**config.mk**
```make
export PLATFORM = sky130hd
export DESIGN_NAME = iism_merge
export DESIGN_NICKNAME = d
export VERILOG_FILES = /design/src/hdl/iism_merge.v /design/src/hdl/iism_sync.v
export VERILOG_INCLUDE_DIRS = /design/src /design/src/hdl
export SDC_FILE = /design/constraint.sdc
export NUM_CORES = 1
export LEC_CHECK = 0
export BUFFER_PORTS_ARGS = -buffer_cell sky130_fd_sc_hd__buf_2
export CAP_MARGIN = 10
export CORE_ASPECT_RATIO = 0.8
export CORE_MARGIN = 5
export CORE_UTILIZATION = 45
export DETAILED_ROUTE_END_ITERATION = 12
export GPL_ROUTABILITY_DRIVEN = 1
export PLACE_DENSITY = 0.78
export SETUP_SLACK_MARGIN = 0.1
export SLEW_MARGIN = 40
export SYNTH_ARGS = -nofsm -noshare
export SYNTH_HDL_FRONTEND = slang
export SYNTH_SLANG_ARGS = --single-unit
```
**constraint.sdc**
```tcl
create_clock -name sys_clk_in -period 0.8 [get_ports sys_clk_in]
set_input_delay 0 -clock sys_clk_in [delete_from_list [all_inputs] [get_ports sys_clk_in]]
set_output_delay 0 -clock sys_clk_in [all_outputs]
set_load 0.02 [all_outputs]
```
**src/hdl/iism_defs.vh**
```
`ifndef IISM_DEFS_VH
`define IISM_DEFS_VH

// serial frame slots carried by this block (IRQ0..IRQ15)
`define IISM_NUM_SLOTS      16
// slots that may come from a gpio pin: 3,4,5,7,9,10,11,15
`define IISM_EXT_SLOT_MASK  16'h8EB8
// irq select code meaning no interrupt
`define IISM_IRQ_NONE       4'h0
// interrupt source indices
`define IISM_SRC_FLOPPY     0
`define IISM_SRC_UART1      1
`define IISM_SRC_UART2      2
`define IISM_SRC_UART3      3
`define IISM_SRC_PARALLEL   4
`define IISM_SRC_KBD        5
`define IISM_SRC_MOUSE      6
`define IISM_SRC_MIDI       7
`define IISM_SRC_WDOG       8
`define IISM_NUM_SRC        9
// sources 0..4 carry their own enable bit
`define IISM_NUM_EN_SRC     5
// reset value of the frame slots
`define IISM_SLOTS_RESET    16'h0000

`endif

```
**src/hdl/iism_merge.v**
```verilog
// How it works
// - Only IRQ 3, 4, 5, 7, 9, 10, 11 and 15 can be fed from gpio pins.
// - A gpio pin set to its irq function drives its slot when no internal device claims it.
// - An activated device with that irq selected and enabled blocks the gpio irq.
// - An activated device with that irq selected but not enabled lets the gpio irq through.
// - A device that is not activated never counts as enabled.
// - Floppy, three uarts and parallel port use their own enable bit.
// - Keyboard, mouse, midi and watchdog count as enabled when a nonzero irq is selected.
// - Those devices must also be activated to count as enabled.
`timescale 1ns/1ps
`default_nettype none
`include "iism_defs.vh"

module iism_merge (
	// clock and reset
	input  wire        sys_clk_in,
	input  wire        rstn_in,
	// gpio irq inputs, one per slot; only supported slots are used
	input  wire [15:0] gpio_irq_in,
	input  wire [15:0] gpio_irq_func_in,
	// floppy_controller
	input  wire [3:0]  floppy_irq_sel_in,
	input  wire        floppy_act_in,
	input  wire        floppy_irq_en_in,
	input  wire        floppy_irq_in,
	// uarts
	input  wire [3:0]  uart1_irq_sel_in,
	input  wire        uart1_act_in,
	input  wire        uart1_irq_en_in,
	input  wire        uart1_irq_in,
	input  wire [3:0]  uart2_irq_sel_in,
	input  wire        uart2_act_in,
	input  wire        uart2_irq_en_in,
	input  wire        uart2_irq_in,
	input  wire [3:0]  uart3_irq_sel_in,
	input  wire        uart3_act_in,
	input  wire        uart3_irq_en_in,
	input  wire        uart3_irq_in,
	// parallel port
	input  wire [3:0]  par_irq_sel_in,
	input  wire        par_act_in,
	input  wire        par_irq_en_in,
	input  wire        par_irq_in,
	// keyboard and mouse share one activate
	input  wire [3:0]  kbd_irq_sel_in,
	input  wire [3:0]  mouse_irq_sel_in,
	input  wire        kbd_act_in,
	input  wire        kbd_irq_in,
	input  wire        mouse_irq_in,
	// midi_interface_device
	input  wire [3:0]  midi_irq_sel_in,
	input  wire        midi_act_in,
	input  wire        midi_irq_in,
	// watchdog, irq from watchdog_irq_config
	input  wire [3:0]  watchdog_irq_config_in,
	input  wire        wdog_act_in,
	input  wire        wdog_irq_in,
	// serial irq frame slot levels and status
	output reg  [15:0] slot_level_out,
	output reg  [15:0] slot_claimed_out,
	output reg  [15:0] slot_ext_out
);

	// synchronised gpio levels
	wire [15:0] gpio_sync;
	// effective enable of each source, activate folded in
	reg         floppy_on;
	reg         uart1_on;
	reg         uart2_on;
	reg         uart3_on;
	reg         par_on;
	reg         kbd_on;
	reg         mouse_on;
	reg         midi_on;
	reg         wdog_on;
	// slot claimed by each source
	reg  [15:0] floppy_claim;
	reg  [15:0] uart1_claim;
	reg  [15:0] uart2_claim;
	reg  [15:0] uart3_claim;
	reg  [15:0] par_claim;
	reg  [15:0] kbd_claim;
	reg  [15:0] mouse_claim;
	reg  [15:0] midi_claim;
	reg  [15:0] wdog_claim;
	// slot level driven by each source
	reg  [15:0] floppy_drive;
	reg  [15:0] uart1_drive;
	reg  [15:0] uart2_drive;
	reg  [15:0] uart3_drive;
	reg  [15:0] par_drive;
	reg  [15:0] kbd_drive;
	reg  [15:0] mouse_drive;
	reg  [15:0] midi_drive;
	reg  [15:0] wdog_drive;
	// merged slot values before the output register
	reg  [15:0] next_claimed;
	reg  [15:0] next_int_level;
	reg  [15:0] next_ext;
	reg  [15:0] next_level;

	// one-hot slot from an irq select; none gives no slot
	function [15:0] iism_slot;
		input [3:0] sel;
		begin
			if (sel == `IISM_IRQ_NONE)
				iism_slot = 16'h0000;
			else
				iism_slot = 16'h0001 << sel;
		end
	endfunction

	// devices without an enable bit count as enabled once an irq is set
	function iism_sel_set;
		input [3:0] sel;
		begin
			iism_sel_set = (sel != `IISM_IRQ_NONE);
		end
	endfunction

	// level a source puts on its claimed slot
	function [15:0] iism_drive;
		input [15:0] claim;
		input        irq;
		begin
			if (irq)
				iism_drive = claim;
			else
				iism_drive = 16'h0000;
		end
	endfunction

	// slot of a source that is switched on; none otherwise
	function [15:0] iism_claim;
		input [3:0] sel;
		input       on;
		begin
			if (on)
				iism_claim = iism_slot(sel);
			else
				iism_claim = 16'h0000;
		end
	endfunction

	// sync; gpio levels on slots claimed by a device are masked off below
	iism_sync u_sync (
		.sys_clk_in (sys_clk_in),
		.rstn_in    (rstn_in),
		.async_in   (gpio_irq_in),
		.sync_out   (gpio_sync)
	);

	// an inactive device never counts as enabled
	always @* begin
		floppy_on = floppy_act_in & floppy_irq_en_in;
		uart1_on  = uart1_act_in & uart1_irq_en_in;
		uart2_on  = uart2_act_in & uart2_irq_en_in;
		uart3_on  = uart3_act_in & uart3_irq_en_in;
		par_on    = par_act_in & par_irq_en_in;
		// no enable bit: a nonzero select enables, still gated by activate
		kbd_on    = kbd_act_in & iism_sel_set(kbd_irq_sel_in);
		mouse_on  = kbd_act_in & iism_sel_set(mouse_irq_sel_in);
		midi_on   = midi_act_in & iism_sel_set(midi_irq_sel_in);
		wdog_on   = wdog_act_in & iism_sel_set(watchdog_irq_config_in);
	end

	// an enabled source takes its slot; a disabled one leaves it free
	always @* begin
		floppy_claim = iism_claim(floppy_irq_sel_in, floppy_on);
		uart1_claim  = iism_claim(uart1_irq_sel_in, uart1_on);
		uart2_claim  = iism_claim(uart2_irq_sel_in, uart2_on);
		uart3_claim  = iism_claim(uart3_irq_sel_in, uart3_on);
		par_claim    = iism_claim(par_irq_sel_in, par_on);
		kbd_claim    = iism_claim(kbd_irq_sel_in, kbd_on);
		mouse_claim  = iism_claim(mouse_irq_sel_in, mouse_on);
		midi_claim   = iism_claim(midi_irq_sel_in, midi_on);
		wdog_claim   = iism_claim(watchdog_irq_config_in, wdog_on);
	end

	// idle or disabled sources put nothing on the slot
	always @* begin
		floppy_drive = iism_drive(floppy_claim, floppy_irq_in);
		uart1_drive  = iism_drive(uart1_claim, uart1_irq_in);
		uart2_drive  = iism_drive(uart2_claim, uart2_irq_in);
		uart3_drive  = iism_drive(uart3_claim, uart3_irq_in);
		par_drive    = iism_drive(par_claim, par_irq_in);
		kbd_drive    = iism_drive(kbd_claim, kbd_irq_in);
		mouse_drive  = iism_drive(mouse_claim, mouse_irq_in);
		midi_drive   = iism_drive(midi_claim, midi_irq_in);
		wdog_drive   = iism_drive(wdog_claim, wdog_irq_in);
	end

	// several sources on one slot are ored together
	always @* begin
		// a clash between devices is software's problem, not arbitrated here
		next_claimed   = floppy_claim | uart1_claim | uart2_claim | uart3_claim |
			par_claim | kbd_claim | mouse_claim | midi_claim | wdog_claim;
		next_int_level = floppy_drive | uart1_drive | uart2_drive | uart3_drive |
			par_drive | kbd_drive | mouse_drive | midi_drive | wdog_drive;
		// unsupported slots never take a gpio level
		// claimed slots shut the gpio path in the same cycle
		next_ext   = gpio_irq_func_in & `IISM_EXT_SLOT_MASK & ~next_claimed;
		next_level = next_int_level | (next_ext & gpio_sync);
	end

	// registered so the frame serialiser sees stable slots
	always @(posedge sys_clk_in or negedge rstn_in) begin
		if (!rstn_in) begin
			slot_level_out   <= `IISM_SLOTS_RESET;
			slot_claimed_out <= `IISM_SLOTS_RESET;
			slot_ext_out     <= `IISM_SLOTS_RESET;
		end else begin
			slot_level_out   <= next_level;
			slot_claimed_out <= next_claimed;
			slot_ext_out     <= next_ext;
		end
	end

endmodule // iism_merge
`default_nettype wire

```
**src/hdl/iism_sync.v**
```verilog
`timescale 1ns/1ps
`default_nettype none
`include "iism_defs.vh"

module iism_sync (
	// clock and reset
	input  wire        sys_clk_in,
	input  wire        rstn_in,
	// raw and synchronised levels
	input  wire [15:0] async_in,
	output reg  [15:0] sync_out
);

	reg [15:0] meta;

	// two flops; first stage feeds only the second
	always @(posedge sys_clk_in or negedge rstn_in) begin
		if (!rstn_in) begin
			meta     <= 16'h0000;
			sync_out <= 16'h0000;
		end else begin
			meta     <= async_in;
			sync_out <= meta;
		end
	end

endmodule // iism_sync
`default_nettype wire

```
==> impl_metrics.yaml, run 1 <==
synthesis:
  avgSynthCellArea_sq_um: 8.54
  ys_seq_area_frac: 0.348
  synth_edf_count: 0
  synth_cells: 471
  synth_cell_types: 54
  netlist_area_sq_um: 4020
  yosysWarnings: 0
  synth-main-ff-cell: "dfrtp_1"
  ys_seq_elements: 56
  ys_async_sr_fraction: 1.00
sta:
  endpoint_type: "register input"
  grt_worst_setup_endpoint: "slot_claimed_out[8]$_DFF_PN0_/D"
floorplan:
  initial_core_util: 0.468
  fp.dieH_um: 94.6
  io_pins: 140
  fp-row-count: 30
  fp.dieW_um: 116
clock_network:
  h-tree-depth: 2
  cts_made_buffers: 5
  cts_root_buf: "clkbuf_8"
  cts_max_path_buffers: 2
  clock_sinks: 56
placement:
  place_hpwl_mm: 17.4
  pre_cts_slack_ns: -0.705
  placed_cells: 858
  port_buffers: 115
  gp_congestion: 1.17
outcome:
  failing_step: "5_1_grt"
  status: "did not finish"
  firstError: "[ERROR DPL-0038] Utilization greater than 100%, impossible to legalize"
global_routing:
  grt_max_degree: 57
cells in the mapped netlist, types with 6 or more instances:
| master | number | area, sq um |
|---|---|---|
| o22ai_1 | 64 | 400 |
| dfrtp_1 | 56 | 1400 |
| nor3_1 | 37 | 185 |
| nor2_1 | 35 | 131 |
| nand2_1 | 31 | 116 |
| nand3_1 | 22 | 110 |
| nand2b_1 | 19 | 119 |
| o32ai_1 | 18 | 158 |
| buf_2 | 16 | 80.1 |
| nand4_1 | 15 | 93.8 |
| nand3b_1 | 14 | 105 |
| buf_4 | 13 | 97.6 |
| nand4b_1 | 12 | 105 |
| nor4_1 | 12 | 75.1 |
| inv_1 | 10 | 37.5 |
| and3_1 | 9 | 56.3 |
| or2_2 | 8 | 50.1 |
| o22a_1 | 7 | 61.3 |
| clkbuf_1 | 6 | 22.5 |
repair_timing:
item / in CTS
resized for setup: 255
pin swaps: 55
hold buffers: 16
endpoints found under the hold margin: 74
endpoints found under the setup margin: 78
buffers inserted: 42
per-stage QoR:
stage	instance area, sq um	util	TNS [ns]
CTS	7890	0.918	-3.49
detailed placement	6310	0.734	-17.04
global placement	6310	0.734	-16.37
floorplan	4530	-	-2.80
logic make-up after synthesis:
kind of cell           after synthesis  synth area share
and+or+nand+nor                    239             0.350
AOI/OAI and AO/OA                  124             0.233
DFF                                 56             0.348
buffers and inverters               51            0.0681
other                                1          0.000933
==> inputs of run 2 (changes only) <==
--- a/config.mk
+++ b/config.mk
@@ -8,13 +8,11 @@
 export LEC_CHECK = 0
 export BUFFER_PORTS_ARGS = -buffer_cell sky130_fd_sc_hd__buf_2
 export CAP_MARGIN = 10
-export CORE_ASPECT_RATIO = 0.8
 export CORE_MARGIN = 5
-export CORE_UTILIZATION = 45
+export CORE_UTILIZATION = 30
 export DETAILED_ROUTE_END_ITERATION = 12
 export GPL_ROUTABILITY_DRIVEN = 1
-export PLACE_DENSITY = 0.78
-export SETUP_SLACK_MARGIN = 0.1
+export PLACE_DENSITY_LB_ADDON = 0.15
 export SLEW_MARGIN = 40
 export SYNTH_ARGS = -nofsm -noshare
 export SYNTH_HDL_FRONTEND = slang
==> run 2 against run 1 <==
Effect of this change: synthesized cell count unchanged; the flow now finishes, with violations (setup timing); area after synthesis stayed put.
==> impl_metrics.yaml, run 2 <==
outcome:
  status: "complete, but fails checks"
  violations: "setup timing"
worst_setup_path:
  cp_slowest_cell: "or4_4"
  crit_arrival_ns: 1.14
  slowest_delay_ns: 0.55
  r2r_cells: 2
  critPathRequiredTime_ns: 0.97
  cp-end-kind: "register"
  crit_path_cell_trace: "buf_8 -> and3_4 -> nand3b_1 -> o22ai_1 -> or4_4"
  crit_fanout: 6
  worstSetupPathType: "in -> reg"
  start_kind: "input port"
clock_network:
  clkTransAtPathRegs_ns: 0.07
  cts_tree: "yes"
  cts_root_buf: "clkbuf_16"
  cts_max_path_buffers: 2
  cts_made_buffers: 5
  insertion_delay_ns: 0.31
  clock_sinks: 56
  h-tree-depth: 2
power:
  p_int_mw: 6.26
  p_sw_mw: 3.07
  clock_power_share: 0.247
  combPwrFrac: 0.416
  p_per_area_nw_per_um2: 1050
  irDropWorstVdd_v: 0.000994
  p_leak_nw: 3.80
  swShare: 0.329
  sequentialPowerShare: 0.337
floorplan:
  core_area_sq_um: 13200
  io_pins: 140
  fp-row-count: 42
  initial_core_util: 0.305
  dieArea_sq_um: 15800
  fp.dieH_um: 126
  fp.dieW_um: 126
synthesis:
  ys_seq_area_frac: 0.348
  synth_cells: 471
  synth_compound_area_frac: 0.233
  yosysMostFrequentCell: "o22ai_1"
  ys_seq_elements: 56
  avgSynthCellArea_sq_um: 8.54
  ys_async_sr_fraction: 1.00
  yosys.area_share.adder: 0
  synth_area_leaders: "dfrtp_1 35%, o22ai_1 10%, nor3_1 4.6%"
  synth_area_leader_cell: "dfrtp_1"
  netlist_area_sq_um: 4020
  synthXorXnorAreaFrac: 0
  synth-simple-area-share: 0.350
  synth_cell_types: 54
  yosysTopAreaCellShare: 0.348
  synth_edf_count: 0
  synth_top_family_by_area: "simple AND/OR/NAND/NOR gates"
  synth_common_cells: "64 x o22ai_1, 56 x dfrtp_1, 37 x nor3_1"
  yosysWarnings: 0
  synth-main-ff-cell: "dfrtp_1"
  muxShareOfSynthArea: 0
global_routing:
  grt_max_degree: 57
  antenna_found_initial: 0
  grt_use_total: 0.292
  grt_pass1_wl_mm: 35.2
  grt_pass1_vias: 5844
  overflow: 0
drt:
  post_drt_wl_per_cell_um: 24.2
  firstDrtPassIters: 5
  drtIter0Drc: 435
  detail_route.wirelength_mm: 24.5
  drc: 0
  via_per_inst: 5.80
  via_count: 5873
  ant_nets: 0
placement:
  placed_area_sq_um: 6390
  port_buffers: 115
  placed_cells: 934
  place_hpwl_mm: 19.0
  gp_congestion: 1.10
sta:
  setup_violations: 66
  hold_viol: 0
  tightest_slew_ns: 0.539
  fmaxAchievable_ghz: 1.03
  period_minus_slack_ns: 0.969
  clock_skew_ns: 0.00171
  slew_headroom: 0.637
  setup_ws_ns: -0.169
  finalCritPeriodShare: 1.21
  maxSlewViolCount: 0
  rsz0062_at_grt: "true"
  final.setup.tns_ns: -2.66
finish:
  nets: 927
  multi_input_area_sq_um: 3560
  insertedDiodeCount: 0
  largestRegisters: "slot_claimed_out x16, slot_level_out x16"
  regArea_sq_um: 1400
  final_util: 0.672
  fill_cells: 1080
  drive_gt1_frac: 0.661
  stdcell_area_sq_um: 8870
  instances_no_fill: 1012
  final_cell_mix: "216 x buf_4, 102 x buf_6, 56 x dfrtp_1"
  synthToLayoutAreaGrowth_pct: 121
  final_common_cell: "buf_4"
hold_path:
  whs_path_depth: 3
  min_path_type: "in -> reg"
run:
  drv_cap: 0
[run 2: cell counts after synthesis]
No cell type changed its count.
[run 2: final timing paths]
path / slack (ns) / end / from
min reg2reg: 0.35 / u_sync.sync_out[5] / u_sync.meta[5]
max in group asynchronous: 0.29 / slot_claimed_out[7] / rstn_in
max reg2reg: 0.12 / slot_level_out[10] / u_sync.sync_out[10]
min: 0.09 / slot_level_out[3] / uart3_irq_sel_in[1]
min in group asynchronous: 0.21 / u_sync.sync_out[3] / rstn_in
max: -0.17 / slot_level_out[6] / par_act_in
[run 2: critical path: cells and delay by family]
family	cells	cell delay [ns]
buf+inv	1	0.10
simple gates	3	0.90
compound gates	1	0.12
[run 2: power by group through the flow]
stage	logic (mW)	registers (mW)	clock network, mW
after floorplan	1.02	3.39	0
after global placement	2.68	3.15	0
after detailed placement	2.69	3.16	0
after CTS	3.49	3.15	2.35
after global routing	4.04	3.16	2.53
final	3.88	3.14	2.31
[run 2: kinds of logic (layout without fill, tap and decap cells)]
logic type / count (synthesis) / count (layout)
AO/OA/AOI/OAI: 124 / 124
flip-flops: 56 / 56
AND/OR/NAND/NOR: 239 / 239
other: 1 / 10
buffers and inverters: 51 / 407
[run 2: metal layers]
layer  track usage  vias to the layer above  wire length [um]
li1              -                     2569                 -
met1         0.377                     2852              9530
met2         0.471                      360             11200
met3        0.0732                       92              2390
met4         0.118                        0              1340
met5             0                        -                 0
[run 2: final cells by class]
class,instances,share of cell area
Clock buffer,6,0.0157
Clock inverter,2,0.00155
Sequential cell,56,0.158
Inverter,10,0.00452
Multi-Input combinational cell,373,0.402
Timing Repair Buffer,389,0.394
Tap cell,176,0.0248
[run 2: repair_timing]
action,in CTS,in global routing
setup endpoints to repair,78,75
resized for setup,290,105
hold endpoints to repair,76,0
hold buffers,17,0
buffers inserted,35,27
pin swaps,76,65
[run 2: metrics by stage]
step	setup WS, ns	hold slack, ns	total power [mW]
after floorplan	-0.224	-0.296	4.40
after CTS	-0.137	0.0394	8.99
after detailed placement	-0.579	0.0252	5.84
after global routing	-0.176	0.118	9.74
after global placement	-0.574	0.0201	5.83
final	-0.169	0.0904	9.33
(Power assumes the default switching activity.)
==> inputs of run 3 (changes only) <==
--- a/config.mk
+++ b/config.mk
@@ -6,11 +6,11 @@
 export SDC_FILE = /design/constraint.sdc
 export NUM_CORES = 1
 export LEC_CHECK = 0
-export BUFFER_PORTS_ARGS = -buffer_cell sky130_fd_sc_hd__buf_2
 export CAP_MARGIN = 10
 export CORE_MARGIN = 5
-export CORE_UTILIZATION = 30
+export CORE_UTILIZATION = 64
 export DETAILED_ROUTE_END_ITERATION = 12
+export DONT_BUFFER_PORTS = 1
 export GPL_ROUTABILITY_DRIVEN = 1
 export PLACE_DENSITY_LB_ADDON = 0.15
 export SLEW_MARGIN = 40
==> run 3 against run 2 <==
Effect of this change: the run now fails in 5_1_grt; synthesized cell count unchanged; area after synthesis unchanged.
==> impl_metrics.yaml, run 3 <==
outcome:
  status: "did not finish"
  failing_step: "5_1_grt"
  firstError: "[ERROR GRT-0232] Routing congestion too high. Check the congestion heatmap in the GUI."
clock_network:
  h-tree-depth: 2
  clock_sinks: 56
  cts_made_buffers: 5
  cts_max_path_buffers: 2
  cts_root_buf: "clkbuf_8"
synthesis:
  netlist_area_sq_um: 4020
  ys_async_sr_fraction: 1.00
  synth_cell_types: 54
  synth_edf_count: 0
  yosysTopAreaCellShare: 0.348
  synth_cells: 471
  synth-main-ff-cell: "dfrtp_1"
  yosysMostFrequentCell: "o22ai_1"
  avgSynthCellArea_sq_um: 8.54
  synth_area_leaders: "dfrtp_1 35%, o22ai_1 10%, nor3_1 4.6%"
  yosysWarnings: 0
  synth_common_cells: "64 x o22ai_1, 56 x dfrtp_1, 37 x nor3_1"
  synth_area_leader_cell: "dfrtp_1"
  ys_seq_area_frac: 0.348
  ys_seq_elements: 56
floorplan:
  fp.dieW_um: 89.3
  fp.dieH_um: 89.3
  io_pins: 140
  initial_core_util: 0.667
  fp-row-count: 28
placement:
  port_buffers: 0
  gp_congestion: 1.37
  placed_cells: 641
  place_hpwl_mm: 13.8
global_routing:
  overflow: 59
  grt_max_degree: 57
  grt_use_total: 0.744
-- run 3: repair_timing --
action	CTS
setup buffers	0
endpoints found under the hold margin	92
gates resized for setup	16
hold buffers	28
setup endpoints to repair	18
-- run 3: per-layer routing --
layer	track usage	overflow
met1	0.728	0
met2	0.891	35
met3	0.656	0
met4	0.731	23
met5	0.182	1
-- run 3: cell families after synthesis --
group / share of synthesized area
other: 0.000933
DFF: 0.348
and+or+nand+nor: 0.350
AOI/OAI and AO/OA: 0.233
buffers and inverters: 0.0681
-- run 3: per-stage QoR --
step                      hold slack [ns]  utilization  setup WS [ns]  area [sq um]
after CTS                          -0.663        0.908        -0.0278          5470
after global placement             -0.294        0.842         -0.341          5070
after floorplan                    -0.296            -         -0.224          4420
after detailed placement           -0.294        0.842         -0.352          5070
